==> config.mk <==
export PLATFORM = sky130hd
export DESIGN_NAME = pmr_mgmt_bank
export DESIGN_NICKNAME = d
export VERILOG_FILES = /design/src/rtl/pmr_mgmt_bank.v /design/src/rtl/pmr_port_regs.v
export VERILOG_INCLUDE_DIRS = /design/src /design/src/rtl
export SDC_FILE = /design/constraint.sdc
export NUM_CORES = 1
export LEC_CHECK = 0
export BUFFER_PORTS_ARGS = -buffer_cell sky130_fd_sc_hd__buf_4
export CORE_UTILIZATION = 63
export CTS_BUF_LIST = sky130_fd_sc_hd__clkbuf_4
export CTS_CLUSTER_SIZE = 10
export DETAILED_ROUTE_END_ITERATION = 16
export HOLD_SLACK_MARGIN = 0.02
export PLACE_DENSITY = 0.88
export SLEW_MARGIN = 20
export SYNTH_ARGS = -nofsm -noshare
export SYNTH_HDL_FRONTEND = slang
export SYNTH_SLANG_ARGS = --single-unit
==> constraint.sdc <==
create_clock -name clk -period 3.5 [get_ports clk]
set_clock_uncertainty 0.05 [all_clocks]
set_input_delay 0.7 -clock clk [delete_from_list [all_inputs] [get_ports clk]]
set_output_delay 0.7 -clock clk [all_outputs]
set_load 0.05 [all_outputs]
==> src/rtl/pmr_consts.vh <==
`ifndef PMR_CONSTS_VH
`define PMR_CONSTS_VH
// Transceiver register indices
`define PMR_REG_CTL   5'h00
`define PMR_REG_STS   5'h01
`define PMR_REG_IDH   5'h02
`define PMR_REG_IDL   5'h03
`define PMR_REG_ADV   5'h04
`define PMR_REG_LPA   5'h05
`define PMR_REG_DIAG  5'h1D
`define PMR_REG_SPEC  5'h1F
// Basic control bit positions
`define PMR_B_LOOP    14
`define PMR_B_F100    13
`define PMR_B_NEGEN   12
`define PMR_B_PDN     11
`define PMR_B_NEGRS   9
`define PMR_B_FULL    8
`define PMR_B_XALG    5
`define PMR_B_STRT    4
`define PMR_B_XDIS    3
`define PMR_B_FEFD    2
`define PMR_B_TXDIS   1
`define PMR_B_LEDDIS  0
`define PMR_CTL_RST   16'h1020
`define PMR_CTL_WMSK  16'h7B3F
// Advertisement and status
`define PMR_ADV_RST   5'h1F
`define PMR_ADV_SEL   5'h01
`define PMR_STS_FIX   16'h7808
// Host port map
`define PMR_HA_GLB    8'h0F
`define PMR_HA_P1     8'h1C
`define PMR_HA_P2     8'h2C
`define PMR_IDX_ABIL  2'h0
`define PMR_IDX_CTRL  2'h1
`define PMR_IDX_STAT  2'h2
`define PMR_IDX_SPEC  2'h3
`define PMR_GLB_RST   5'h01
// Management frame
`define PMR_PRE_LEN   6'h20
`define PMR_HDR_LAST  5'h0C
`define PMR_TA_LAST   5'h01
`define PMR_DAT_LAST  5'h0F
`define PMR_OP_RD     2'h2
`define PMR_OP_WR     2'h1
`endif

==> src/rtl/pmr_mgmt_bank.v <==
`timescale 1ns/1ps
`include "pmr_consts.vh"
// Summary of operation
// - After reset transceiver 1 answers at address 1 and transceiver 2 at address 2.
// - The transceiver addresses follow the five-bit field in bits 7:3 of global register 0x0F.
// - Register indices 0x0-0x5, 0x1D and 0x1F exist per transceiver; all others are unsupported.
// - Management frames are decoded by transceiver address and register index.
// - A host port reaches the same bits through its own byte-wide indirect map.
// - Control bit 14 set puts the port into cross-port loopback; clear means normal operation.
// - Port 1 loopback returns port 2 receive data back out of port 2.
// - Port 2 loopback returns port 1 receive data back out of port 1.
// - Control bit 4 set forces the straight pinout, transmitting on the receive pair.
// - Control bit 3 set disables automatic crossover; it resets to 0.
// - Control bit 2 set stops far-end fault detection; it resets to 0.
// - Control bit 5 selects the crossover algorithm and resets to 1.
// - Register indices 0x2 and 0x3 return fixed read-only identifier halves.
module pmr_mgmt_bank #(
    parameter [15:0] ID_HIGH = 16'h5A5A, // Arbitrary value
    parameter [15:0] ID_LOW  = 16'hC3C3  // Arbitrary value
) (
    // Clock and reset
    input  wire        clk,
    input  wire        rstn,
    // Management pins
    input  wire        mdc,
    input  wire        mdio_i,
    output wire        mdio_o,
    output wire        mdio_oe,
    // Host register port
    input  wire [7:0]  hst_addr,
    input  wire        hst_we,
    input  wire [7:0]  hst_wdata,
    output wire [7:0]  hst_rdata,
    // Transceiver status, two ports
    input  wire [1:0]  link_up,
    input  wire [1:0]  neg_complete,
    input  wire [1:0]  far_end_fault,
    input  wire [9:0]  partner_ability,
    input  wire [1:0]  restart_ack,
    // Data path, four bits per port
    input  wire [7:0]  mac_tx_data,
    input  wire [7:0]  line_rx_data,
    output wire [7:0]  line_tx_data,
    // Control to transceivers
    output wire [31:0] port_control,
    output wire [9:0]  port_advertise
);
    localparam [1:0] ST_IDLE = 2'h0;
    localparam [1:0] ST_HDR  = 2'h1;
    localparam [1:0] ST_TA   = 2'h2;
    localparam [1:0] ST_DATA = 2'h3;

    reg  [2:0]  mdc_sync_r;
    reg  [1:0]  mdio_sync_r;
    reg  [1:0]  state_r;
    reg  [5:0]  ones_r;
    reg  [4:0]  cnt_r;
    reg  [15:0] sr_r;
    reg  [15:0] rd_sr_r;
    reg         is_rd_r;
    reg         hit_r;
    reg         port_r;
    reg  [4:0]  transceiver_register_index_r;
    reg         mdio_o_r;
    reg         mdio_oe_r;
    reg         wr_pulse_r;
    reg  [15:0] wr_data_r;
    reg  [4:0]  glb_field_r;
    reg  [7:0]  hst_rdata_r;
    reg  [7:0]  line_tx_r;
    reg  [15:0] rd_word;
    reg  [7:0]  hst_rd_nxt;

    wire [31:0] ctl_all;
    wire [9:0]  adv_all;
    wire [63:0] ind_rd;
    wire [4:0]  addr1;
    wire [4:0]  addr2;
    wire        mdc_rise;
    wire        bit_in;
    wire [12:0] hdr;
    wire [1:0]  hdr_op;
    wire [4:0]  hdr_phy;
    wire [4:0]  hdr_reg;
    wire        hdr_m1;
    wire        hdr_m2;
    wire        hdr_ok;
    wire        hdr_port;

    // Pins pass two flops; the third stage only feeds edge detection
    always @(posedge clk or negedge rstn) begin
        if (!rstn) begin
            mdc_sync_r  <= 3'h0;
            mdio_sync_r <= 2'h3;
        end else begin
            mdc_sync_r  <= {mdc_sync_r[1:0], mdc};
            mdio_sync_r <= {mdio_sync_r[0], mdio_i};
        end
    end

    assign mdc_rise = mdc_sync_r[1] & ~mdc_sync_r[2];
    assign bit_in   = mdio_sync_r[1];

    assign addr1 = glb_field_r;
    assign addr2 = glb_field_r + 5'h01;

    // Header: start bit 1, opcode, transceiver address, register index
    assign hdr      = {sr_r[11:0], bit_in};
    assign hdr_op   = hdr[11:10];
    assign hdr_phy  = hdr[9:5];
    assign hdr_reg  = hdr[4:0];
    assign hdr_m1   = (hdr_phy == addr1);
    assign hdr_m2   = (hdr_phy == addr2);
    assign hdr_port = ~hdr_m1;
    assign hdr_ok   = hdr[12] & (hdr_m1 | hdr_m2) &
                      ((hdr_op == `PMR_OP_RD) | (hdr_op == `PMR_OP_WR));

    // Read value of the addressed register
    always @* begin
        rd_word = 16'h0000;
        case (hdr_reg)
            `PMR_REG_CTL:
                rd_word = hdr_port ? ctl_all[31:16] : ctl_all[15:0];
            `PMR_REG_STS: begin
                rd_word    = `PMR_STS_FIX;
                rd_word[5] = neg_complete[hdr_port];
                rd_word[4] = far_end_fault[hdr_port];
                rd_word[2] = link_up[hdr_port];
            end
            `PMR_REG_IDH:
                rd_word = ID_HIGH;
            `PMR_REG_IDL:
                rd_word = ID_LOW;
            `PMR_REG_ADV: begin
                rd_word      = {11'h000, `PMR_ADV_SEL};
                rd_word[10]  = adv_all[hdr_port*5+4];
                rd_word[8:5] = hdr_port ? adv_all[8:5] : adv_all[3:0];
            end
            `PMR_REG_LPA: begin
                rd_word[10]  = partner_ability[hdr_port*5+4];
                rd_word[8:5] = hdr_port ? partner_ability[8:5] : partner_ability[3:0];
            end
            `PMR_REG_DIAG:
                rd_word = 16'h0000;
            `PMR_REG_SPEC:
                rd_word = 16'h0000;
            default:
                rd_word = 16'h0000;
        endcase
    end

    // Management frame engine
    always @(posedge clk or negedge rstn) begin
        if (!rstn) begin
            state_r    <= ST_IDLE;
            ones_r     <= 6'h00;
            cnt_r      <= 5'h00;
            sr_r       <= 16'h0000;
            rd_sr_r    <= 16'h0000;
            is_rd_r    <= 1'b0;
            hit_r      <= 1'b0;
            port_r     <= 1'b0;
            transceiver_register_index_r    <= 5'h00;
            mdio_o_r   <= 1'b0;
            mdio_oe_r  <= 1'b0;
            wr_pulse_r <= 1'b0;
            wr_data_r  <= 16'h0000;
        end else begin
            wr_pulse_r <= 1'b0;
            if (mdc_rise) begin
                sr_r <= {sr_r[14:0], bit_in};
                case (state_r)
                    ST_IDLE: begin
                        if (bit_in) begin
                            if (ones_r != `PMR_PRE_LEN)
                                ones_r <= ones_r + 6'h01;
                        end else begin
                            if (ones_r == `PMR_PRE_LEN)
                                state_r <= ST_HDR;
                            ones_r <= 6'h00;
                            cnt_r  <= 5'h00;
                        end
                    end
                    ST_HDR: begin
                        cnt_r <= cnt_r + 5'h01;
                        if (cnt_r == `PMR_HDR_LAST) begin
                            state_r <= ST_TA;
                            cnt_r   <= 5'h00;
                            hit_r   <= hdr_ok;
                            is_rd_r <= (hdr_op == `PMR_OP_RD);
                            port_r  <= hdr_port;
                            transceiver_register_index_r <= hdr_reg;
                            rd_sr_r <= rd_word;
                        end
                    end
                    ST_TA: begin
                        cnt_r <= cnt_r + 5'h01;
                        if (cnt_r == 5'h00) begin
                            // Drive the low half of turnaround
                            mdio_oe_r <= hit_r & is_rd_r;
                            mdio_o_r  <= 1'b0;
                        end
                        if (cnt_r == `PMR_TA_LAST) begin
                            state_r  <= ST_DATA;
                            cnt_r    <= 5'h00;
                            mdio_o_r <= rd_sr_r[15];
                            rd_sr_r  <= {rd_sr_r[14:0], 1'b0};
                        end
                    end
                    ST_DATA: begin
                        cnt_r    <= cnt_r + 5'h01;
                        mdio_o_r <= rd_sr_r[15];
                        rd_sr_r  <= {rd_sr_r[14:0], 1'b0};
                        if (cnt_r == `PMR_DAT_LAST) begin
                            state_r    <= ST_IDLE;
                            mdio_oe_r  <= 1'b0;
                            mdio_o_r   <= 1'b0;
                            ones_r     <= 6'h00;
                            wr_pulse_r <= hit_r & ~is_rd_r;
                            wr_data_r  <= {sr_r[14:0], bit_in};
                        end
                    end
                    default: begin
                        state_r <= ST_IDLE;
                    end
                endcase
            end
        end
    end

    assign mdio_o  = mdio_o_r;
    assign mdio_oe = mdio_oe_r;

    // Global control register: address field only
    always @(posedge clk or negedge rstn) begin
        if (!rstn)
            glb_field_r <= `PMR_GLB_RST;
        else if (hst_we && (hst_addr == `PMR_HA_GLB))
            glb_field_r <= hst_wdata[7:3];
    end

    // Per-port register sets, indirect views and data path
    genvar p;
    generate
        for (p = 0; p < 2; p = p + 1) begin : g_port
            wire [7:0]  base;
            wire [7:0]  off;
            wire        in_win;
            wire        ctl_we;
            wire        adv_we;
            wire [15:0] c;
            wire [4:0]  a;
            wire [3:0]  tx_sel;

            assign base   = (p == 0) ? `PMR_HA_P1 : `PMR_HA_P2;
            assign off    = hst_addr - base;
            assign in_win = (hst_addr >= base) && (off[7:2] == 6'h00);
            assign ctl_we = wr_pulse_r & (port_r == p) & (transceiver_register_index_r == `PMR_REG_CTL);
            assign adv_we = wr_pulse_r & (port_r == p) & (transceiver_register_index_r == `PMR_REG_ADV);

            pmr_port_regs u_regs (
                .clk         (clk),
                .rstn        (rstn),
                .mii_ctl_we  (ctl_we),
                .mii_adv_we  (adv_we),
                .mii_wdata   (wr_data_r),
                .ind_we      (hst_we & in_win),
                .ind_idx     (off[1:0]),
                .ind_wdata   (hst_wdata),
                .restart_ack (restart_ack[p]),
                .ctl_r       (c),
                .adv_r       (a)
            );

            assign ctl_all[p*16+15:p*16] = c;
            assign adv_all[p*5+4:p*5]    = a;

            // Byte-wide mirrors of the same bits
            assign ind_rd[p*32+7:p*32]    = {c[`PMR_B_NEGEN], c[`PMR_B_F100], c[`PMR_B_FULL], a};
            assign ind_rd[p*32+15:p*32+8] = {c[`PMR_B_LEDDIS], c[`PMR_B_TXDIS], c[`PMR_B_NEGRS],
                                             c[`PMR_B_FEFD], c[`PMR_B_PDN], c[`PMR_B_XDIS],
                                             c[`PMR_B_STRT], c[`PMR_B_LOOP]};
            assign ind_rd[p*32+23:p*32+16] = {1'b0, neg_complete[p], link_up[p],
                                              partner_ability[p*5+4:p*5]};
            assign ind_rd[p*32+31:p*32+24] = {c[`PMR_B_XALG], 6'h00, far_end_fault[p]};

            // Loopback in the other port turns this port's receive data around
            assign tx_sel = ctl_all[(1-p)*16+`PMR_B_LOOP] ? line_rx_data[p*4+3:p*4]
                                                          : mac_tx_data[p*4+3:p*4];

            always @(posedge clk or negedge rstn) begin
                if (!rstn)
                    line_tx_r[p*4+3:p*4] <= 4'h0;
                else if (c[`PMR_B_TXDIS])
                    line_tx_r[p*4+3:p*4] <= 4'h0;
                else
                    line_tx_r[p*4+3:p*4] <= tx_sel;
            end
        end
    endgenerate

    // Host read data, one cycle after the address
    always @* begin
        hst_rd_nxt = 8'h00;
        if (hst_addr == `PMR_HA_GLB)
            hst_rd_nxt = {glb_field_r, 3'h0};
        else if ((hst_addr >= `PMR_HA_P1) && (hst_addr < `PMR_HA_P1 + 8'h04))
            hst_rd_nxt = ind_rd[{hst_addr[1:0], 3'h0} +: 8];
        else if ((hst_addr >= `PMR_HA_P2) && (hst_addr < `PMR_HA_P2 + 8'h04))
            hst_rd_nxt = ind_rd[{1'b1, hst_addr[1:0], 3'h0} +: 8];
    end

    always @(posedge clk or negedge rstn) begin
        if (!rstn)
            hst_rdata_r <= 8'h00;
        else
            hst_rdata_r <= hst_rd_nxt;
    end

    assign hst_rdata      = hst_rdata_r;
    assign line_tx_data   = line_tx_r;
    assign port_control   = ctl_all;
    assign port_advertise = adv_all;
endmodule // pmr_mgmt_bank

==> src/rtl/pmr_port_regs.v <==
`timescale 1ns/1ps
`include "pmr_consts.vh"
module pmr_port_regs (
    // Clock and reset
    input  wire        clk,
    input  wire        rstn,
    // Management writes
    input  wire        mii_ctl_we,
    input  wire        mii_adv_we,
    input  wire [15:0] mii_wdata,
    // Host port writes
    input  wire        ind_we,
    input  wire [1:0]  ind_idx,
    input  wire [7:0]  ind_wdata,
    // Negotiation restart taken
    input  wire        restart_ack,
    // State
    output reg  [15:0] ctl_r,
    output reg  [4:0]  adv_r
);
    reg [15:0] ctl_nxt;
    reg [4:0]  adv_nxt;

    always @* begin
        ctl_nxt = ctl_r;
        adv_nxt = adv_r;
        if (restart_ack)
            ctl_nxt[`PMR_B_NEGRS] = 1'b0;
        // Writes come after the clear so a new restart request wins
        if (mii_ctl_we)
            ctl_nxt = mii_wdata & `PMR_CTL_WMSK;
        if (mii_adv_we)
            adv_nxt = {mii_wdata[10], mii_wdata[8:5]};
        if (ind_we) begin
            case (ind_idx)
                `PMR_IDX_ABIL: begin
                    ctl_nxt[`PMR_B_NEGEN] = ind_wdata[7];
                    ctl_nxt[`PMR_B_F100]  = ind_wdata[6];
                    ctl_nxt[`PMR_B_FULL]  = ind_wdata[5];
                    adv_nxt               = ind_wdata[4:0];
                end
                `PMR_IDX_CTRL: begin
                    ctl_nxt[`PMR_B_LEDDIS] = ind_wdata[7];
                    ctl_nxt[`PMR_B_TXDIS]  = ind_wdata[6];
                    ctl_nxt[`PMR_B_NEGRS]  = ind_wdata[5];
                    ctl_nxt[`PMR_B_FEFD]   = ind_wdata[4];
                    ctl_nxt[`PMR_B_PDN]    = ind_wdata[3];
                    ctl_nxt[`PMR_B_XDIS]   = ind_wdata[2];
                    ctl_nxt[`PMR_B_STRT]   = ind_wdata[1];
                    ctl_nxt[`PMR_B_LOOP]   = ind_wdata[0];
                end
                `PMR_IDX_SPEC: begin
                    ctl_nxt[`PMR_B_XALG] = ind_wdata[7];
                end
                default: begin
                    ctl_nxt = ctl_nxt;
                end
            endcase
        end
    end

    always @(posedge clk or negedge rstn) begin
        if (!rstn) begin
            ctl_r <= `PMR_CTL_RST;
            adv_r <= `PMR_ADV_RST;
        end else begin
            ctl_r <= ctl_nxt;
            adv_r <= adv_nxt;
        end
    end
endmodule // pmr_port_regs

==> impl_summary.md <==
CTS
The clock buffer count from CTS is 17. The maximum buffer depth of the clock tree is 2. TritonCTS built the clock tree. The buffer count from post-CTS setup fixing is 0. The maximum level of the CTS H-tree is 4. After clock tree synthesis, the clock-pin slew on the worst setup and hold paths is 0.11 ns. The number of buffers added to fix hold violations after cts is 0.

For this design, the sink count on the clock tree is 129. The later-pin clock latency in the skew report is 0.54 ns. The total of cells resized after clock tree synthesis is 0.

The master cell of the clock root buffer is clkbuf_4.

Global route
In the global route stage, overall resource usage came out at 34.4%. Summed over all layers, the global routing overflow is 0. The number of antenna violations at the first check in global routing was 0. The number of global-route vias before repair is 5809. Entering global routing, the biggest net connects 67 pins. The first global-routing pass estimated 30000 um of wire.

STA
The worst path needs 2.60 ns of the cycle, external delays included. Setup repair after global routing left no endpoint under its margin. The number of hold-slack violations in the final timing report is 0. The final critical path takes up 74.2% of the cycle.

The worst hold slack is 0.209 ns. The upper clock frequency limit is 385 MHz. Setup violations remaining at the end of the flow were counted as 0. After routing, the total negative slack on setup checks comes to 0 ns. The number of pins exceeding their max-slew limit in the final report is 0. The transition time at the pin with the least slew margin is 1.12 ns. Headroom to the max-slew limit came out at 24.4%.

Logic synthesis
The proportion of synthesized area in mux cells is 16.2%. The synthesized netlist devotes 16.4% of its cell area to simple gates. After Yosys synthesis, full adders, half adders and majority gates account for 2.15% of the synthesized area. After Yosys synthesis, XOR and XNOR cells account for 1.13% of the synthesized area. The netlist uses 63 different library cells. Counting flops with an async set or reset pin after synthesis yields a share of 100%. By area, the combinational part of the netlist is dominated by simple AND/OR/NAND/NOR gates.

The synthesized design devotes to its leading area cell type 40.1% of total area. Counting flops with a built-in enable in the synthesized netlist gives 0. After technology mapping, the gate count stands at 710. The primary flip-flop cell chosen by synthesis mapping is dfrtp_1. By area the synthesized netlist is led by dfrtp_1 40%, mux2i_1 8.6%, mux2_2 6.9%, nand2_1 6.8%, dfstp_2 6.4%. The Yosys step of the flow raised 0 warnings. The share of the synthesized area in compound gates (AO/OA/AOI/OAI) is 13.8%. Dividing the synthesized area by the synthesized cell count gives 9.84 um^2. Synthesis inferred 129 register bits. The proportion of synthesized chip area in sequential cells is 46.5%. The post-synth design cell area is 0.00699 mm^2. The leading area contributor after synthesis is dfrtp_1.

Placement
The routability congestion estimate from global placement is 0.951. During placement, the flow inserted port buffers numbering 106. The wire-length estimate of the detail-placed layout is 13600 um.

Floorplan
The die is 107 um tall. The region available for standard cell placement spans 0.0108 mm^2. The initial core utilization is 64.4%. The number of standard-cell rows in the floorplan is 38. The die covers 0.0115 mm^2. For this design the top-level I/O count stands at 115. Measured along the x axis, the die boundary spans 107 um.

Detailed routing
The average detailed-routed wire length per instance is 19.7 um. The detail route stage leaves a number of antenna-violating nets equal to 0. The number of iterations in the first detailed-routing pass is 8.

The via density per instance is 6.39. In the routed design, unresolved DRC markers number 0. The final route contains 6162 vias. The initial detailed-routing violation count is 608. Wires add up to 19000 um.

Critical path
The endpoint type of the worst setup path is a flop. The worst setup path is launched from a flop. The classification of the worst setup path is reg2reg.

The critical path arrival is 2.98 ns. Across all register-to-register paths, the minimum setup slack is 0.90 ns. At the worst endpoint, the required time is 3.88 ns. Of all nets on the critical path, the largest fanout is 9.

Finish
The number of diodes is 0. Relative to the synthesized area, the layout overhead comes to 17.0%. At the end of the flow, the number of nets in the layout was 879.

The fraction of final layout cells sized beyond drive strength 1 is 27.5%.

Pwr
VDD sags by at most 0.265 mV. The total power per unit cell area is 451 mW/mm^2. The leakage power total is 3.72 nW.

Worst hold path
The kind of path behind the tightest hold check is in2async.

Run
Max-cap violations in this run came to 0.

Status
The flow ran to the end, and the final reports show no timing, DRC or antenna violations.
power breakdown:
group,switching [W],total [W],internal [W],leakage (nW)
Sequential,0.000138,0.00172,0.00158,1.61
Combinational,0.000528,0.000857,0.000329,1.95
Clock,0.000540,0.00111,0.000571,0.161
Total,0.00121,0.00369,0.00248,3.72
metal layers:
layer	vias up	wire length, um	global-route usage (%)
met4	0	897	18.3
met1	2961	7550	44.6
li1	2710	-	-
met3	94	1650	5.99
met2	397	8930	55.3
met5	-	0	0
worst max-delay path, cell delays in order, from the launching register on:
cell      delay (ns)
dfrtp_1         0.45
ha_1            0.22
and3_2          0.19
ha_1            0.17
nand2b_1        0.13
and2_1          0.23
o221ai_1        0.38
or2_2           0.46
o31ai_1         0.22
cell usage in the layout, fill, tap and decap left out, types with 7 or more instances in the layout:
cell        n
nor2_1     42
a22oi_1     9
o21a_1      7
dfrtp_1   112
nor2b_1     9
conb_1      8
nand2_1   126
a21oi_1    29
nand3_1    18
clkbuf_4   19
buf_4     116
o21ai_0    60
mux2i_1    60
inv_1      13
ha_1       12
nor3_1     13
dfstp_2    17
mux2_2     43
stage by stage:
step	cells	total power, W	setup WS, ns	area, um^2	utilization, %
floorplan	717	0.00228	1.37	7010	-
detailed placement	933	0.00258	0.950	7860	72.5
global route	965	0.00383	0.737	8170	75.4
CTS	965	0.00368	0.929	8170	75.4
global placement	933	0.00254	1.10	7860	72.5
finish	965	0.00369	0.903	8170	75.4
Yosys cell counts (all sizes together), types with 2 or more instances:
master / instances
nor3: 14
nand3: 18
o211ai: 2
nand4: 3
nand2b: 6
mux2i: 60
nor2b: 9
o22ai: 2
o21ai: 65
a221oi: 3
nand3b: 2
dfstp: 17
nor4: 4
xor2: 4
o21a: 7
o221ai: 6
a22o: 2
or2: 2
a22oi: 10
dfrtp: 112
a21o: 2
mux4: 2
a31oi: 2
o31ai: 6
buf: 21
a21oi: 32
xnor2: 5
and2: 3
nand2: 127
ha: 12
a221o: 2
mux2: 43
nor2: 43
nand4b: 2
nor3b: 6
clkbuf: 20
a32oi: 2
inv: 13
and3: 7
worst paths after layout:
path	to	depth (start not counted)	startpoint
max	ones_r[5]$_DFFE_PN0P_	8	cnt_r[0]$_DFFE_PN0P_
min	addr1[4]$_DFFE_PN0P_	1	rstn
max reg2reg	ones_r[5]$_DFFE_PN0P_	8	cnt_r[0]$_DFFE_PN0P_
min reg2reg	mdio_sync_r[1]$_DFF_PN1_	0	mdio_sync_r[0]$_DFF_PN1_
max in group asynchronous	mdio_sync_r[0]$_DFF_PN1_	2	rstn
min in group clk	mdio_sync_r[0]$_DFF_PN1_	1	mdio_i
flip-flops by register name, indices dropped and copies added, names as in the netlist:
register,count
wr_data_r,15
rd_sr_r,16
hit_r,1
cnt_r,5
line_tx_data,8
is_rd_r,1
mdio_oe,1
mdc_sync_r,3
state_r,2
mdio_o,1
g_port.u_regs.ctl_r,24
ones_r,6
g_port.u_regs.adv_r,10
transceiver_register_index_r,5
sr_r,14
hst_rdata,8
mdio_sync_r,2
addr1,5
port_r,1
wr_pulse_r,1
layout make-up:
| cell class | count | area, um^2 |
|---|---|---|
| repair buffers | 117 | 891 |
| well taps | 140 | 175 |
| multi-input cells | 534 | 3500 |
| fillers | 735 | 2670 |
| clock inverters | 13 | 169 |
| inverters | 13 | 48.8 |
| clock buffers | 19 | 143 |
| flip-flops and latches | 129 | 3250 |
cell families (layout without fill, tap and decap cells):
kind of cell | after synthesis | after routing
compound gates | 151 | 151
xor+xnor | 9 | 9
fa+ha+maj | 12 | 12
buf+inv | 54 | 162
flops | 129 | 129
mux | 105 | 105
other cells | 1 | 8
simple gates | 249 | 249
No activity file was read; power rests on OpenSTA's default activity.
